**config.mk**
```make
export PLATFORM = sky130hd
export DESIGN_NAME = dgt_timers
export DESIGN_NICKNAME = d
export VERILOG_FILES = /design/src/rtl/dgt_pkg.sv /design/src/rtl/dgt_timers.sv
export SDC_FILE = /design/constraint.sdc
export NUM_CORES = 1
export LEC_CHECK = 0
export ABC_AREA = 1
export BUFFER_PORTS_ARGS = -buffer_cell sky130_fd_sc_hd__buf_4
export CAP_MARGIN = 5
export CELL_PAD_IN_SITES_DETAIL_PLACEMENT = 1
export CELL_PAD_IN_SITES_GLOBAL_PLACEMENT = 1
export CORE_ASPECT_RATIO = 0.75
export CORE_MARGIN = 2
export CORE_UTILIZATION = 30
export DETAILED_ROUTE_END_ITERATION = 12
export PLACE_DENSITY_LB_ADDON = 0.1
export SYNTH_ARGS = -nofsm -noshare
export SYNTH_HDL_FRONTEND = slang
export SYNTH_SLANG_ARGS = --single-unit
```
**constraint.sdc**
```tcl
create_clock -name ref_clk -period 2.9 [get_ports ref_clk]
set_input_delay 0.58 -clock ref_clk [delete_from_list [all_inputs] [get_ports ref_clk]]
set_output_delay 0.58 -clock ref_clk [all_outputs]
set_load 0.01 [all_outputs]
```
**src/rtl/dgt_pkg.sv**
```systemverilog
/*
 * dgt_pkg: register map, field layout, reset values and bus carrier for
 * the dual general timer block.
 * Assumes one 100 MHz core clock and a plain strobe register port.
 */
package dgt_pkg;
   // register byte offsets on the 8-bit register address
   localparam logic [7:0] DGT_T0_RELOAD_OFF = 8'h00;
   localparam logic [7:0] DGT_T0_COUNT_OFF = 8'h04;
   localparam logic [7:0] DGT_T0_CTRL_OFF = 8'h08;
   localparam logic [7:0] DGT_T0_CLR_OFF = 8'h0C;
   localparam logic [7:0] DGT_T1_RELOAD_OFF = 8'h20;
   localparam logic [7:0] DGT_T1_COUNT_OFF = 8'h24;
   localparam logic [7:0] DGT_T1_CTRL_OFF = 8'h28;
   localparam logic [7:0] DGT_T1_CLR_OFF = 8'h2C;
   localparam logic [7:0] DGT_T1_SNAP_OFF = 8'h30;

   // control field positions, shared by both timers where they coincide
   localparam int DGT_EN_BIT = 7;
   localparam int DGT_PERIODIC_BIT = 6;
   localparam int DGT_T0_PRE_LSB = 2;
   localparam int DGT_T1_UP_BIT = 8;
   localparam int DGT_T1_FMT_LSB = 4;
   localparam int DGT_T1_PRE_LSB = 0;
   localparam int DGT_T1_SRC_LSB = 9;
   localparam int DGT_T1_EVT_LSB = 12;
   localparam int DGT_T1_CAP_BIT = 17;
   localparam int DGT_EVT_OFFSET = 2;

   // writable bits of each control word; reserved bits read zero
   localparam logic [31:0] DGT_T0_CTRL_MASK = 32'h0000_00CC;
   localparam logic [31:0] DGT_T1_CTRL_MASK = 32'h0003_FFFF;
   localparam logic [31:0] DGT_CTRL_RESET = 32'h0000_0000;
   localparam logic [15:0] DGT_T0_MAX = 16'hFFFF;
   localparam logic [31:0] DGT_T1_MAX = 32'hFFFF_FFFF;

   // prescale codes
   localparam logic [1:0] DGT_T0_DIV16 = 2'h1;
   localparam logic [1:0] DGT_T0_DIV256 = 2'h2;
   localparam logic [3:0] DGT_T1_DIV16 = 4'h4;
   localparam logic [3:0] DGT_T1_DIV256 = 4'h8;
   localparam logic [3:0] DGT_T1_DIV32768 = 4'hF;

   // time format limits, one byte per field
   localparam logic [7:0] DGT_HUND_MAX = 8'h63;
   localparam logic [7:0] DGT_SEC_MAX = 8'h3B;
   localparam logic [7:0] DGT_HR23_MAX = 8'h17;
   localparam logic [7:0] DGT_HR255_MAX = 8'hFF;

   typedef enum logic [1:0] {DGT_FMT_BIN, DGT_FMT_RSVD, DGT_FMT_HR23, DGT_FMT_HR255} dgt_fmt_t;
   typedef enum logic [2:0] {DGT_SRC_CORE, DGT_SRC_OSC, DGT_SRC_EXT_A, DGT_SRC_EXT_B,
                             DGT_SRC_NONE4, DGT_SRC_NONE5, DGT_SRC_NONE6,
                             DGT_SRC_NONE7} dgt_src_t;

   // one register port request
   typedef struct packed {
      logic [7:0] addr;
      logic [31:0] wdata;
      logic wr;
      logic rd;
   } dgt_bus_t;
endpackage

```
**src/rtl/dgt_timers.sv**
```systemverilog
/*
 * dgt_timers: a 16-bit down-counting tick timer and a 32-bit up/down
 * capture timer with binary or h:m:s:hundredths format.
 * Assumes ref_clk at 100 MHz, a master that never waits, interrupt sources
 * on the same clock, and asynchronous oscillator and count pins.
 */
// Added by the designer: strobed register access and the address map.
// Contract
// - free-running restarts at max or min
// - periodic restarts from reload register
// - count readable without disturbing counting
// - control write with enable starts timer
// - interrupt at zero or full scale
// - any write to clear drops interrupt; a terminal count in the same cycle keeps it set instead
// - rtos_tick_counter 16-bit down, core clock prescaled
// - rtos_tick_counter reload/count 16 bits, count read-only
// - rtos_tick_counter bit7 enable, bit6 periodic, reset zero
// - rtos_tick_counter prescale 1,16,256; code 11 as 00
// - general_capture_counter 32-bit up/down, selectable prescaled source
// - general_capture_counter source select bits 11-9
// - general_capture_counter bit8 up, down by default
// - general_capture_counter bit7 enable, bit6 periodic
// - general_capture_counter format binary or time
// - general_capture_counter prescale 1,16,256,32768
// - general_capture_counter bit17 enables capture
// - event select offset by two
// - first assertion of event captures count
// - general_capture_counter registers 32 bits, read-only ones
// - general_capture_counter drives conversion start trigger
`timescale 1ns/1ps
module dgt_timers (
   input wire logic ref_clk,
   input wire logic arst_n,
   input wire dgt_pkg::dgt_bus_t bus,
   output logic [31:0] bus_rdata,
   input wire logic osc_32k,
   input wire logic ext_count_input_a,
   input wire logic ext_count_input_b,
   input wire logic [31:0] irq_sources,
   output logic t0_irq,
   output logic t1_irq,
   output logic adc_trigger
);
   import dgt_pkg::*;

   // one h:m:s:hundredths step, each field held in its own byte
   function automatic logic [31:0] tm_step(input logic [31:0] v, input logic up,
                                           input logic [7:0] hmax);
      logic [7:0] h;
      logic [7:0] m;
      logic [7:0] s;
      logic [7:0] c;
      logic carry;
      h = v[31:24];
      m = v[23:16];
      s = v[15:8];
      c = v[7:0];
      if (up) begin
         carry = (c >= DGT_HUND_MAX);
         c = carry ? 8'h00 : c + 8'h01;
         if (carry) begin
            carry = (s >= DGT_SEC_MAX);
            s = carry ? 8'h00 : s + 8'h01;
         end
         if (carry) begin
            carry = (m >= DGT_SEC_MAX);
            m = carry ? 8'h00 : m + 8'h01;
         end
         if (carry) begin
            h = (h >= hmax) ? 8'h00 : h + 8'h01;
         end
      end else begin
         carry = (c == 8'h00);
         c = carry ? DGT_HUND_MAX : c - 8'h01;
         if (carry) begin
            carry = (s == 8'h00);
            s = carry ? DGT_SEC_MAX : s - 8'h01;
         end
         if (carry) begin
            carry = (m == 8'h00);
            m = carry ? DGT_SEC_MAX : m - 8'h01;
         end
         if (carry) begin
            h = (h == 8'h00) ? hmax : h - 8'h01;
         end
      end
      return {h, m, s, c};
   endfunction

   // full scale of general_capture_counter for a given control word
   function automatic logic [31:0] t1_full(input logic [31:0] ctrl);
      logic [1:0] f;
      f = ctrl[DGT_T1_FMT_LSB +: 2];
      case (f)
         DGT_FMT_HR23: return {DGT_HR23_MAX, DGT_SEC_MAX, DGT_SEC_MAX, DGT_HUND_MAX};
         DGT_FMT_HR255: return {DGT_HR255_MAX, DGT_SEC_MAX, DGT_SEC_MAX, DGT_HUND_MAX};
         default: return DGT_T1_MAX; // binary, reserved code treated as binary
      endcase
   endfunction

   // value general_capture_counter starts or restarts from
   function automatic logic [31:0] t1_begin(input logic [31:0] ctrl, input logic [31:0] rl);
      if (ctrl[DGT_PERIODIC_BIT]) begin
         return rl;
      end
      return ctrl[DGT_T1_UP_BIT] ? 32'h0000_0000 : t1_full(ctrl);
   endfunction

   logic [15:0] t0_reload_value;
   logic [15:0] t0_current_count;
   logic [31:0] t0_control;
   logic [7:0] t0_pre;
   logic [31:0] t1_reload_value;
   logic [31:0] t1_current_count;
   logic [31:0] t1_control;
   logic [31:0] t1_event_snapshot;
   logic [14:0] t1_pre;
   logic [2:0] pin_s1;
   logic [2:0] pin_s2;
   logic [2:0] pin_s3;
   logic evt_prev;
   logic [31:0] next_rdata;

   // register port decode
   wire wr_t0_reload = bus.wr && (bus.addr == DGT_T0_RELOAD_OFF);
   wire wr_t0_ctrl = bus.wr && (bus.addr == DGT_T0_CTRL_OFF);
   wire wr_t0_clr = bus.wr && (bus.addr == DGT_T0_CLR_OFF);
   wire wr_t1_reload = bus.wr && (bus.addr == DGT_T1_RELOAD_OFF);
   wire wr_t1_ctrl = bus.wr && (bus.addr == DGT_T1_CTRL_OFF);
   wire wr_t1_clr = bus.wr && (bus.addr == DGT_T1_CLR_OFF);
   wire [31:0] t0_ctrl_in = bus.wdata & DGT_T0_CTRL_MASK;
   wire [31:0] t1_ctrl_in = bus.wdata & DGT_T1_CTRL_MASK;

   // pin synchronisers; stage three only feeds the edge detect
   wire [2:0] pin_raw = {ext_count_input_b, ext_count_input_a, osc_32k};
   wire [2:0] pin_rise = pin_s2 & ~pin_s3;
   genvar gi;
   generate
      for (gi = 0; gi < 3; gi++) begin : g_sync
         always_ff @(posedge ref_clk or negedge arst_n) begin
            if (!arst_n) begin
               pin_s1[gi] <= 1'b0;
               pin_s2[gi] <= 1'b0;
               pin_s3[gi] <= 1'b0;
            end else begin
               pin_s1[gi] <= pin_raw[gi];
               pin_s2[gi] <= pin_s1[gi];
               pin_s3[gi] <= pin_s2[gi];
            end
         end
      end
   endgenerate

   // rtos_tick_counter prescaler; code 11 falls back to divide by one
   wire t0_en = t0_control[DGT_EN_BIT];
   wire [1:0] t0_pcode = t0_control[DGT_T0_PRE_LSB +: 2];
   wire [7:0] t0_pmask = (t0_pcode == DGT_T0_DIV16) ? 8'h0F :
                         (t0_pcode == DGT_T0_DIV256) ? 8'hFF : 8'h00;
   wire t0_tick = t0_en && ((t0_pre & t0_pmask) == t0_pmask);
   wire [15:0] t0_start = t0_control[DGT_PERIODIC_BIT] ? t0_reload_value : DGT_T0_MAX;
   // terminal count restarts, otherwise one step down
   wire [15:0] next_t0_count = (t0_current_count == 16'h0000) ? t0_start :
                               t0_current_count - 16'h0001;
   // a control write loads or holds instead of stepping, so it never counts as a hit
   wire t0_hit = t0_tick && !wr_t0_ctrl && (next_t0_count == 16'h0000);

   // general_capture_counter source select and prescaler
   wire t1_en = t1_control[DGT_EN_BIT];
   wire t1_up = t1_control[DGT_T1_UP_BIT];
   wire [2:0] t1_src = t1_control[DGT_T1_SRC_LSB +: 3];
   wire [3:0] t1_pcode = t1_control[DGT_T1_PRE_LSB +: 4];
   wire src_pulse = (t1_src == DGT_SRC_CORE) ? 1'b1 :
                    (t1_src == DGT_SRC_OSC) ? pin_rise[0] :
                    (t1_src == DGT_SRC_EXT_A) ? pin_rise[1] :
                    (t1_src == DGT_SRC_EXT_B) ? pin_rise[2] : 1'b0;
   // undefined prescale codes act as divide by one
   wire [14:0] t1_pmask = (t1_pcode == DGT_T1_DIV16) ? 15'h000F :
                          (t1_pcode == DGT_T1_DIV256) ? 15'h00FF :
                          (t1_pcode == DGT_T1_DIV32768) ? 15'h7FFF : 15'h0000;
   wire t1_src_en = t1_en && src_pulse;
   wire t1_tick = t1_src_en && ((t1_pre & t1_pmask) == t1_pmask);
   wire [1:0] t1_fmt = t1_control[DGT_T1_FMT_LSB +: 2];
   wire t1_timefmt = t1_fmt[1];
   wire [31:0] t1_fs = t1_full(t1_control);
   wire [31:0] t1_term = t1_up ? t1_fs : 32'h0000_0000;
   wire [31:0] t1_stepped = t1_timefmt ?
                            tm_step(t1_current_count, t1_up, t1_fs[31:24]) :
                            (t1_up ? t1_current_count + 32'h1 :
                             t1_current_count - 32'h1);
   wire [31:0] next_t1_count = (t1_current_count == t1_term) ?
                               t1_begin(t1_control, t1_reload_value) : t1_stepped;
   wire t1_hit = t1_tick && !wr_t1_ctrl && (next_t1_count == t1_term);

   // capture event; selected index sits two above the field
   wire [5:0] evt_idx = {1'b0, t1_control[DGT_T1_EVT_LSB +: 5]} + 6'(DGT_EVT_OFFSET);
   wire evt_level = (evt_idx < 6'h20) ? irq_sources[evt_idx[4:0]] : 1'b0;
   wire cap_fire = t1_control[DGT_T1_CAP_BIT] && evt_level && !evt_prev;

   // control and reload registers; reserved bits are never stored
   always_ff @(posedge ref_clk or negedge arst_n) begin
      if (!arst_n) begin
         t0_control <= DGT_CTRL_RESET;
         t1_control <= DGT_CTRL_RESET;
         t0_reload_value <= 16'h0000;
         t1_reload_value <= 32'h0000_0000;
      end else begin
         if (wr_t0_ctrl) t0_control <= t0_ctrl_in;
         if (wr_t1_ctrl) t1_control <= t1_ctrl_in;
         if (wr_t0_reload) t0_reload_value <= bus.wdata[15:0];
         if (wr_t1_reload) t1_reload_value <= bus.wdata;
      end
   end

   // rtos_tick_counter counter; a control write with enable set (re)starts it
   always_ff @(posedge ref_clk or negedge arst_n) begin
      if (!arst_n) begin
         t0_current_count <= 16'h0000;
         t0_pre <= 8'h00;
      end else if (wr_t0_ctrl) begin
         t0_pre <= 8'h00;
         if (t0_ctrl_in[DGT_EN_BIT]) begin
            t0_current_count <= t0_ctrl_in[DGT_PERIODIC_BIT] ? t0_reload_value : DGT_T0_MAX;
         end
      end else if (t0_en) begin
         t0_pre <= t0_pre + 8'h01;
         if (t0_tick) t0_current_count <= next_t0_count;
      end
   end

   // general_capture_counter counter; prescaler only advances on source pulses
   always_ff @(posedge ref_clk or negedge arst_n) begin
      if (!arst_n) begin
         t1_current_count <= 32'h0000_0000;
         t1_pre <= 15'h0000;
      end else if (wr_t1_ctrl) begin
         t1_pre <= 15'h0000;
         if (t1_ctrl_in[DGT_EN_BIT]) begin
            t1_current_count <= t1_begin(t1_ctrl_in, t1_reload_value);
         end
      end else if (t1_src_en) begin
         t1_pre <= t1_pre + 15'h0001;
         if (t1_tick) t1_current_count <= next_t1_count;
      end
   end

   // pending flags; a terminal count in the clear cycle still sets
   always_ff @(posedge ref_clk or negedge arst_n) begin
      if (!arst_n) begin
         t0_irq <= 1'b0;
         t1_irq <= 1'b0;
         adc_trigger <= 1'b0;
      end else begin
         t0_irq <= t0_hit || (t0_irq && !wr_t0_clr);
         t1_irq <= t1_hit || (t1_irq && !wr_t1_clr);
         adc_trigger <= t1_hit;
      end
   end

   // capture on the first cycle of the selected source; level held ignored
   always_ff @(posedge ref_clk or negedge arst_n) begin
      if (!arst_n) begin
         evt_prev <= 1'b0;
         t1_event_snapshot <= 32'h0000_0000;
      end else begin
         evt_prev <= evt_level;
         if (cap_fire) t1_event_snapshot <= t1_current_count;
      end
   end

   // read mux: pure selection, so reads never touch counter state
   always_comb begin
      case (bus.addr)
         DGT_T0_RELOAD_OFF: next_rdata = {16'h0000, t0_reload_value};
         DGT_T0_COUNT_OFF: next_rdata = {16'h0000, t0_current_count};
         DGT_T0_CTRL_OFF: next_rdata = t0_control;
         DGT_T1_RELOAD_OFF: next_rdata = t1_reload_value;
         DGT_T1_COUNT_OFF: next_rdata = t1_current_count;
         DGT_T1_CTRL_OFF: next_rdata = t1_control;
         DGT_T1_SNAP_OFF: next_rdata = t1_event_snapshot;
         default: next_rdata = 32'h0000_0000; // clear registers and holes read zero
      endcase
   end

   // read data stands only in the cycle after the strobe
   always_ff @(posedge ref_clk or negedge arst_n) begin
      if (!arst_n) begin
         bus_rdata <= 32'h0000_0000;
      end else begin
         bus_rdata <= bus.rd ? next_rdata : 32'h0000_0000;
      end
   end

   // checks kept beside the logic they guard
   a_t0_clear_irq: assert property (@(posedge ref_clk) disable iff (!arst_n)
      wr_t0_clr && !t0_hit |=> !t0_irq)
      else $error("rtos_tick_counter interrupt not cleared by write");

   a_t0_hit_irq: assert property (@(posedge ref_clk) disable iff (!arst_n)
      t0_tick && !wr_t0_ctrl && (t0_current_count == 16'h0001) |=> t0_irq && (t0_current_count == 16'h0000))
      else $error("rtos_tick_counter reached zero without interrupt");

   a_t0_periodic_reload: assert property (@(posedge ref_clk) disable iff (!arst_n)
      t0_tick && !wr_t0_ctrl && t0_control[DGT_PERIODIC_BIT] && !wr_t0_reload &&
      (t0_current_count == 16'h0000) |=> t0_current_count == $past(t0_reload_value))
      else $error("rtos_tick_counter periodic reload wrong");

   a_t0_free_wrap: assert property (@(posedge ref_clk) disable iff (!arst_n)
      t0_tick && !wr_t0_ctrl && !t0_control[DGT_PERIODIC_BIT] &&
      (t0_current_count == 16'h0000) |=> t0_current_count == 16'hFFFF)
      else $error("rtos_tick_counter free-running wrap wrong");

   a_t0_prescale_sixteen: assert property (@(posedge ref_clk) disable iff (!arst_n)
      t0_tick && (t0_pcode == DGT_T0_DIV16) |-> t0_pre[3:0] == 4'hF)
      else $error("rtos_tick_counter divide by 16 ticks early");

   a_count_read_back: assert property (@(posedge ref_clk) disable iff (!arst_n)
      bus.rd && (bus.addr == DGT_T1_COUNT_OFF) |=> bus_rdata == $past(t1_current_count))
      else $error("general_capture_counter count read back wrong");

   a_t1_holds_disabled: assert property (@(posedge ref_clk) disable iff (!arst_n)
      !t1_en && !wr_t1_ctrl |=> $stable(t1_current_count))
      else $error("general_capture_counter moved while disabled");

   a_t1_binary_up: assert property (@(posedge ref_clk) disable iff (!arst_n)
      t1_tick && !wr_t1_ctrl && t1_up && !t1_timefmt &&
      (t1_current_count != DGT_T1_MAX) |=> t1_current_count == $past(t1_current_count) + 32'h1)
      else $error("general_capture_counter binary up step wrong");

   a_t1_capture_value: assert property (@(posedge ref_clk) disable iff (!arst_n)
      cap_fire |=> t1_event_snapshot == $past(t1_current_count))
      else $error("general_capture_counter capture missed");

   a_t1_adc_trigger: assert property (@(posedge ref_clk) disable iff (!arst_n)
      t1_hit |=> adc_trigger && t1_irq)
      else $error("conversion trigger missing at terminal count");

   a_t1_adc_single: assert property (@(posedge ref_clk) disable iff (!arst_n)
      !t1_hit |=> !adc_trigger)
      else $error("conversion trigger without terminal count");

   a_t1_clear_irq: assert property (@(posedge ref_clk) disable iff (!arst_n)
      wr_t1_clr && !t1_hit |=> !t1_irq)
      else $error("general_capture_counter interrupt not cleared by write");

   a_t0_holds_disabled: assert property (@(posedge ref_clk) disable iff (!arst_n)
      !t0_en && !wr_t0_ctrl |=> $stable(t0_current_count))
      else $error("rtos_tick_counter moved while disabled");

   a_t0_free_start: assert property (@(posedge ref_clk) disable iff (!arst_n)
      wr_t0_ctrl && bus.wdata[DGT_EN_BIT] && !bus.wdata[DGT_PERIODIC_BIT] |=>
      t0_current_count == DGT_T0_MAX)
      else $error("rtos_tick_counter free start value wrong");

   a_t0_count_read: assert property (@(posedge ref_clk) disable iff (!arst_n)
      bus.rd && (bus.addr == DGT_T0_COUNT_OFF) |=>
      bus_rdata == {16'h0000, $past(t0_current_count)})
      else $error("rtos_tick_counter count read back wrong");

   a_t1_binary_down: assert property (@(posedge ref_clk) disable iff (!arst_n)
      t1_tick && !wr_t1_ctrl && !t1_up && !t1_timefmt && (t1_current_count != 32'h0000_0000)
      |=> t1_current_count == $past(t1_current_count) - 32'h1)
      else $error("general_capture_counter binary down step wrong");

   a_t1_up_wrap: assert property (@(posedge ref_clk) disable iff (!arst_n)
      t1_tick && !wr_t1_ctrl && t1_up && !t1_control[DGT_PERIODIC_BIT] &&
      (t1_current_count == t1_term) |=> t1_current_count == 32'h0000_0000)
      else $error("general_capture_counter free-running up wrap wrong");

   a_t1_periodic_reload: assert property (@(posedge ref_clk) disable iff (!arst_n)
      t1_tick && !wr_t1_ctrl && t1_control[DGT_PERIODIC_BIT] &&
      (t1_current_count == t1_term) |=> t1_current_count == $past(t1_reload_value))
      else $error("general_capture_counter periodic reload wrong");

   a_t1_hund_rollover: assert property (@(posedge ref_clk) disable iff (!arst_n)
      t1_tick && !wr_t1_ctrl && t1_up && t1_timefmt && (t1_current_count != t1_term) &&
      (t1_current_count[7:0] == DGT_HUND_MAX) |=> t1_current_count[7:0] == 8'h00)
      else $error("general_capture_counter hundredths rollover wrong");

   a_t1_prescale_max: assert property (@(posedge ref_clk) disable iff (!arst_n)
      t1_tick && (t1_pcode == DGT_T1_DIV32768) |-> t1_pre == 15'h7FFF)
      else $error("general_capture_counter divide by 32768 ticks early");

   a_t1_src_none: assert property (@(posedge ref_clk) disable iff (!arst_n)
      t1_en && t1_src[2] && !wr_t1_ctrl |=> $stable(t1_current_count))
      else $error("general_capture_counter moved with no source selected");

   a_snap_holds: assert property (@(posedge ref_clk) disable iff (!arst_n)
      !cap_fire |=> $stable(t1_event_snapshot))
      else $error("general_capture_counter snapshot changed without event");
endmodule // dgt_timers

```
==> results of run 1 <==
[state kept, by name, summed over array words and instances, names as in the netlist]
register / cells
adc_trigger: 1
bus_rdata: 32
evt_prev: 1
pin_s1: 3
pin_s2: 3
pin_s3: 3
t0_control: 4
t0_current_count: 16
t0_irq: 1
t0_pre: 8
t0_reload_value: 16
t1_control: 18
t1_current_count: 32
t1_event_snapshot: 32
t1_irq: 1
t1_pre: 15
t1_reload_value: 32
[per-stage QoR]
| step | TNS [ns] | cell area, um2 | setup slack, ns | utilization |
|---|---|---|---|---|
| floorplan | 0 | 16200 | 0.0531 | - |
| global placement | -1.18 | 20300 | -0.453 | 0.381 |
| detailed placement | -1.33 | 20300 | -0.480 | 0.381 |
| global route | -1.35 | 22000 | -0.320 | 0.414 |
| CTS | -0.195 | 21700 | -0.0979 | 0.408 |
| finish | -0.247 | 22000 | -0.133 | 0.414 |
[repair_timing]
| item | 4_1_cts | 5_1_grt |
|---|---|---|
| endpoints found under the setup margin | 9 | 32 |
| gates resized for setup | 104 | 66 |
| gates cloned | 2 | 0 |
| setup buffers | 16 | 6 |
| pin swaps | 49 | 24 |
[synth_stat cells, drive strengths merged (2+ instances only)]
cell type	n	area (um2)
nand2	708	2710
inv	308	1160
nor2	257	1090
dfrtp	218	5460
nand3	216	1120
o21ai	207	1040
a21oi	128	644
clkbuf	47	178
ha	47	588
buf	37	230
a22oi	32	240
nand4	32	206
nor3	32	175
xor2	20	175
a221oi	19	166
o22ai	18	113
o221ai	15	131
mux2	14	158
o211ai	14	105
a31oi	11	68.8
a41oi	6	52.6
nand3b	6	45.0
o21bai	6	45.0
a211oi	5	37.5
clkinv	5	18.8
nor4	5	31.3
o32ai	5	43.8
mux2i	3	30.0
o21a	3	22.5
a31o	2	17.5
and3	2	12.5
xnor2	2	17.5
[kinds of logic after synthesis]
family	after synthesis	synth area share
simple gates	1262	0.333
compound gates	478	0.172
buf+inv	397	0.0976
flops	218	0.336
fa+ha+maj	48	0.0375
xor+xnor	22	0.0119
mux	17	0.0116
[cell type report]
| cell class | count | share of cell area |
|---|---|---|
| clock buffers | 32 | 0.0314 |
| clock inverters | 11 | 0.00522 |
| inverters | 313 | 0.0537 |
| multi-input cells | 1827 | 0.448 |
| flip-flops and latches | 218 | 0.248 |
| well taps | 712 | 0.0404 |
| repair buffers | 473 | 0.173 |
[metal layers]
metal,track usage,vias to the layer above,share of wire
li1,-,8912,-
met1,0.401,9204,0.50
met2,0.421,403,0.43
met3,0.0397,73,0.051
met4,0.0381,0,0.013
met5,0,-,0
[power by group through the flow]
stage / clock (mW) / sequential, mW / combinational, mW
6_report: 3.22 / 4.40 / 13.9
5_1_grt: 3.40 / 4.47 / 15.4
4_1_cts: 3.28 / 4.39 / 13.4
3_5_place_dp: 0 / 4.40 / 12.7
3_3_place_gp: 0 / 4.38 / 12.5
2_1_floorplan: 0 / 4.26 / 6.77
[final timing paths]
check / start / endpoint / slack, ns / cells after the start
max: t1_control[8]$_DFFE_PN0P_ / adc_trigger$_DFF_PN0_ / -0.13 / 17
min: arst_n / t0_pre[6]$_DFFE_PN0P_ / 0.003 / 1
max reg2reg: t1_control[8]$_DFFE_PN0P_ / adc_trigger$_DFF_PN0_ / -0.13 / 17
min reg2reg: pin_s1[0]$_DFF_PN0_ / pin_s2[0]$_DFF_PN0_ / 0.34 / 0
max in group asynchronous: arst_n / bus_rdata[28]$_DFF_PN0_ / 2.16 / 2
min in group ref_clk: ext_count_input_b / pin_s1[2]$_DFF_PN0_ / 0.15 / 1
==> results by group, run 1 <==
Status
  • Status: complete, but fails checks
  • Violated checks: negative setup slack

Placement
  • Port Buffers: 113
  • Placer Congestion: 0.937
  • Post-DP HPWL: 60,800 um
  • Placed insts: 3,519

Final layout
  • Most frequent cells in the layout: nand2_1, buf_4, inv_1
  • Finished Layout Cells: 3,586
  • N_diodes: 0
  • Nets@finish: 2,984
  • Synth-to-layout area growth: 35.7%
  • Commonest non-fill, non-tap cell in the layout: nand2_1
  • Share of cells above drive strength 1: 0.259
  • Fillers: 6,811
  • Area of the multi-input gates: 9880 um2
  • Reg area: 5460 um2

Timing
  • RSZ-0062 raised after global routing: true
  • Crit path time final: 3.03 ns
  • Hold Vio Cnt, Final: 0
  • Crit share post-route: 1.05
  • Highest Clock Rate: 0.330 GHz
  • Max Slew Vio Count: 0
  • Rel. slew slack: 0.439
  • Hold slack final: 0.00283 ns
  • Setup violators final: 2
  • Worst Clk Skew: 0.0210 ns
  • Worst Tran Pin Value: 0.842 ns
  • Setup ws final: -0.133 ns

Run
  • Number of max-cap violations: 0

Logic synthesis
  • Primary FF master, synth: dfrtp_1
  • Syn Area/Cell: 6.65 um2
  • Sequential share of the synthesized area: 0.336
  • Library cells used by synthesis: 62
  • Synth Register Bits: 218
  • Post-Syn Instances: 2,442
  • Ys Warns: 0
  • Ys async rst share: 1.00
  • Mapped Nets: 2,569
  • Post-synthesis cell area: 16,200 um2
  • Number of flops mapped to enable cells by yosys: 0

Die
  • Io pins: 114
  • Die height: 205 um
  • Core ar.: 53,200 um2
  • Die area: 56,000 um2
  • Initial Util: 0.305
  • Cell Rows: 73
  • Die X: 273 um

Setup path
  • Critical Path, Cell by Cell: buf_4 -> buf_4 -> buf_4 -> nand2_2 -> inv_1 -> nand2_1 -> nand3_1 -> nor2_1 -> nand3_2 -> buf_4 -> a21oi_1 -> nand4_1 -> nand2_1 -> inv_1 -> nor2_2 -> nand3_1 -> nor2_1
  • CP endpoint kind: flip-flop
  • Worst stage delay on the critical path: 0.40 ns
  • Worst path top cell family by delay: simple AND/OR/NAND/NOR gates
  • Critical path class: flip-flop to flip-flop
  • Crit start category: flip-flop
  • Crit-path max FO: 19
  • Arrival time at the worst endpoint: 3.49 ns
  • CP required: 3.36 ns
  • Critical Path Slowest Stage Cell: dfrtp_1
  • Most frequent CP cell: buf_4
  • Buf/Inv on CP: 6

Power and ir drop
  • Sw Share: 0.480
  • Pwr Total: 21.6 mW
  • Cell area power density: 979 nW/um2
  • Combinational power share: 0.647
  • Maximum vdd ir drop: 0.403 mV
  • Internal: 11.2 mW
  • Sw Pwr: 10.4 mW
  • Reg power frac: 0.204
  • Lkg Pwr: 11.0 nW
  • Clk network pwr share: 0.149

CTS
  • Clk pin slew, worst setup/hold paths: 0.06 ns
  • CTS buffer count: 24
  • # clock sinks: 218
  • Clock buffer depth: 3
  • Worst-skew pair later-pin latency: 0.55 ns
  • Root Buffer: clkbuf_16
  • CTS tree: yes
  • Hold_buf cts: 0
  • # H-tree levels: 1

Global routing
  • Grt total ovfl: 0
  • First-pass GRT wire length: 116,000 um
  • Largest net degree at the start of global routing: 73
  • GRT Util Overall: 0.270
  • Initial antenna violation count: 3
  • Vias in the first global route: 19,500

Drt
  • DRC violations left: 0
  • Total number of vias: 18,600
  • DRT Wirelength: 75,400 um
  • Final antenna-violating net count: 0
  • Drt wl/cell: 21.0 um
  • Via/cell ratio: 5.18
  • Starting DRT DRC Count: 1,358
  • 1st-pass router iterations: 5

Min path
  • Tightest Hold Check Type: primary input to asynchronous set/reset pin
Note: power is estimated with default switching activity, not from simulation.
==> run 2, diff against run 1 <==
==> constraint.sdc (replaced) <==
create_clock -name ref_clk -period 2.9 [get_ports ref_clk]
set_input_delay 0.145 -clock ref_clk [delete_from_list [all_inputs] [get_ports ref_clk]]
set_output_delay 0.145 -clock ref_clk [all_outputs]
set_load 0.01 [all_outputs]
==> run 2 against run 1 <==
  * The run still ends with negative setup slack left
  * Clock-buffer cell count is 1 lower
  * Core utilization is 0.39 points higher
  * Non-clock buffer count up 3
  * Register-to-register slack barely moved
  * Hold slack better by 0.028 ns
  * Design area is 0.94% higher
  * Maximum frequency down 0.49%
  * Critical endpoint unchanged
  * Power decreased by 0.77%
  * Setup slack lost 0.015 ns
  * Sequential share of layout area down 0.22 points
  * Critical path type unchanged
==> results by group, run 2 (same netlist as run 1, synthesis figures left out) <==
Setup path
  • Buf/Inv on CP: 6 (unchanged)
  • Worst path top cell family by delay: simple AND/OR/NAND/NOR gates (unchanged)
  • Worst R2R Path Depth: 23 (was 17)
  • Arrival time at the worst endpoint: 3.51 ns (was 3.49 ns)
  • Reg2reg end: adc_trigger$_DFF_PN0_ (unchanged)
  • Critical Path Slowest Stage Cell: dfrtp_1 (unchanged)
  • Crit-path max FO: 8 (was 19)
  • CP required: 3.37 ns (was 3.36 ns)
  • R2R Setup Slk: -0.15 ns (was -0.13 ns)
  • Critical Path, Cell by Cell: clkinv_4 -> buf_16 -> ha_4 -> nand2_2 -> buf_4 -> nor2_4 -> inv_2 -> nor3_2 -> nand2_2 -> nand2_2 -> buf_4 -> nand3_1 -> nand3_1 -> nand3_2 -> nand2_2 -> nand2_2 -> nand2_1 -> nand2_1 -> clkinv_1 -> nand2_1 -> nand2_2 -> nand3_2 -> nor2_1 (was buf_4 -> buf_4 -> buf_4 -> nand2_2 -> inv_1 -> nand2_1 -> nand3_1 -> nor2_1 -> nand3_2 -> buf_4 -> a21oi_1 -> nand4_1 -> nand2_1 -> inv_1 -> nor2_2 -> nand3_1 -> nor2_1)
  • Most frequent CP cell: nand2_2 (was buf_4)
  • Critical path class: flip-flop to flip-flop (unchanged)
  • Critical R2R Launch: t1_control[8]$_DFFE_PN0P_ (unchanged)
  • Worst stage delay on the critical path: 0.40 ns (about the same)
  • CP endpoint kind: flip-flop (unchanged)
  • Crit start category: flip-flop (unchanged)

Drt
  • 1st-pass router iterations: 5 (unchanged)
  • DRC violations left: 0 (unchanged)
  • Via/cell ratio: 5.18 (about the same)
  • Final antenna-violating net count: 0 (unchanged)
  • DRT Wirelength: 75,500 um (was 75,400 um)
  • Drt wl/cell: 21.1 um (was 21.0 um)
  • Total number of vias: 18,600 (about the same)
  • Starting DRT DRC Count: 1,464 (was 1,358)

Power and ir drop
  • Lkg Pwr: 11.0 nW (about the same)
  • Combinational power share: 0.662 (was 0.647)
  • Maximum vdd ir drop: 0.441 mV (was 0.403 mV)
  • Reg power frac: 0.208 (was 0.204)
  • Pwr Total: 21.4 mW (was 21.6 mW)
  • Sw Pwr: 10.5 mW (was 10.4 mW)
  • Cell area power density: 962 nW/um2 (was 979 nW/um2)
  • Sw Share: 0.489 (was 0.480)
  • Internal: 10.9 mW (was 11.2 mW)
  • Clk network pwr share: 0.130 (was 0.149)

Die
  • Core ar.: 53,200 um2 (unchanged)
  • Cell Rows: 73 (unchanged)
  • Die X: 273 um (unchanged)
  • Die area: 56,000 um2 (unchanged)
  • Die height: 205 um (unchanged)
  • Initial Util: 0.305 (unchanged)
  • Io pins: 114 (unchanged)

Global routing
  • Largest net degree at the start of global routing: 93 (was 73)
  • Vias in the first global route: 19,000 (was 19,500)
  • GRT Util Overall: 0.267 (was 0.270)
  • Grt total ovfl: 0 (unchanged)
  • First-pass GRT wire length: 115,000 um (was 116,000 um)
  • Initial antenna violation count: 2 (was 3)

Min path
  • Hold_sp: bus[34]
  • Sink of the worst hold path: t0_irq$_DFF_PN0_
  • Tightest Hold Check Type: primary input to flip-flop (was primary input to asynchronous set/reset pin)
  • Worst Hold Path Cells: 5

Timing
  • RSZ-0062 raised after global routing: true (unchanged)
  • Setup TNS: -0.285 ns (was -0.247 ns)
  • Crit share post-route: 1.05 (about the same)
  • Hold Vio Cnt, Final: 0 (unchanged)
  • Hold slack final: 0.0313 ns (was 0.00283 ns)
  • Setup violators final: 2 (unchanged)
  • Worst Clk Skew: 0.0122 ns (was 0.0210 ns)
  • Crit path time final: 3.05 ns (was 3.03 ns)
  • Rel. slew slack: 0.442 (was 0.439)
  • Worst Tran Pin Value: 0.838 ns (was 0.842 ns)
  • Highest Clock Rate: 0.328 GHz (was 0.330 GHz)
  • Max Slew Vio Count: 0 (unchanged)
  • Setup ws final: -0.148 ns (was -0.133 ns)

Final layout
  • Commonest non-fill, non-tap cell in the layout: nand2_1 (unchanged)
  • Most frequent cells in the layout: nand2_1, buf_4, inv_1 (unchanged)
  • Nets@finish: 2,986 (was 2,984)
  • Finished Layout Cells: 3,584 (was 3,586)
  • Synth-to-layout area growth: 37.0% (was 35.7%)
  • Fillers: 6,734 (was 6,811)
  • Share of cells above drive strength 1: 0.257 (was 0.259)

Placement
  • Post-DP HPWL: 59,400 um (was 60,800 um)
  • Port Buffers: 113 (unchanged)
  • Placement Setup Slack: -0.225 ns (was -0.480 ns)
  • Placed insts: 3,484 (was 3,519)
  • Placer Congestion: 0.942 (was 0.937)

CTS
  • # clock sinks: 218 (unchanged)
  • CTS tree: yes (unchanged)
  • # H-tree levels: 1 (unchanged)
  • Worst-skew pair later-pin latency: 0.53 ns (was 0.55 ns)
  • Root Buffer: clkbuf_16 (unchanged)
  • Clock buffer depth: 3 (unchanged)
  • Clk pin slew, worst setup/hold paths: 0.07 ns (was 0.06 ns)
  • CTS buffer count: 23 (was 24)

Status
  • Status: complete, but fails checks (unchanged)
  • Violated checks: negative setup slack (unchanged)

Run
  • Number of max-cap violations: 0 (unchanged)
run 2: what timing repair did:
action / in CTS / in global routing
buffers inserted: 18 / 10
endpoints found under the setup margin: 8 / 26
pin swaps: 33 / 54
gates resized for setup: 122 / 106
gates cloned: 2 / 0
hold buffers: 35 / 0
hold endpoints to repair: 144 / 0
run 2: worst max path at each step:
| stage | start | to | slack (ns) | cells after the start |
|---|---|---|---|---|
| after global placement | t1_control[8]$_DFFE_PN0P_ | t1_irq$_DFF_PN0_ | -0.26 | 24 |
| after CTS | t1_control[8]$_DFFE_PN0P_ | t1_irq$_DFF_PN0_ | -0.03 | 23 |
| after global routing | t1_control[8]$_DFFE_PN0P_ | t1_irq$_DFF_PN0_ | -0.31 | 24 |
| final | t1_control[8]$_DFFE_PN0P_ | adc_trigger$_DFF_PN0_ | -0.15 | 23 |
| after detailed placement | t1_control[8]$_DFFE_PN0P_ | t1_irq$_DFF_PN0_ | -0.22 | 24 |
| after floorplan | t1_control[8]$_DFFE_PN0P_ | adc_trigger$_DFF_PN0_ | 0.05 | 23 |
run 2: cell type report:
cell class | instances | area, um2 | area share
Clock inverter | 6 | 35.0 | 0.00158
Timing Repair Buffer | 476 | 3870 | 0.174
Antenna cell | 1 | 2.50 | 0.000113
Inverter | 313 | 1190 | 0.0534
Tap cell | 712 | 891 | 0.0401
Sequential cell | 218 | 5460 | 0.245
Clock buffer | 31 | 626 | 0.0281
Multi-Input combinational cell | 1827 | 10200 | 0.457
run 2: layer usage:
| metal | track usage | share of wire |
|---|---|---|
| met5 | 0 | 0 |
| met2 | 0.409 | 0.43 |
| met1 | 0.404 | 0.51 |
| met4 | 0.0428 | 0.018 |
| met3 | 0.0333 | 0.044 |
run 2: through the flow:
stage | cell area, um2 | utilization
3_5_place_dp | 20000 | 0.375
6_report | 22200 | 0.418
5_1_grt | 22200 | 0.418
3_3_place_gp | 20000 | 0.375
2_1_floorplan | 16200 | -
4_1_cts | 21800 | 0.409
run 2: power groups by stage:
stage	Clock [mW]	Combinational (mW)	Sequential, mW
5_1_grt	2.97	15.6	4.53
3_5_place_dp	0	12.5	4.43
2_1_floorplan	0	6.77	4.26
6_report	2.78	14.2	4.46
4_1_cts	2.85	13.4	4.46
3_3_place_gp	0	12.2	4.41
run 2: worst reg2reg max path, stage by stage (launching register included):
cell and delay [ns]:
dfrtp_1 0.40, clkinv_4 0.16, buf_16 0.20, ha_4 0.32, nand2_2 0.09, buf_4 0.15
nor2_4 0.09, inv_2 0.07, nor3_2 0.14, nand2_2 0.10, nand2_2 0.09, buf_4 0.13
nand3_1 0.10, nand3_1 0.14, nand3_2 0.11, nand2_2 0.10, nand2_2 0.06, nand2_1 0.08
nand2_1 0.06, clkinv_1 0.04, nand2_1 0.05, nand2_2 0.11, nand3_2 0.08, nor2_1 0.11
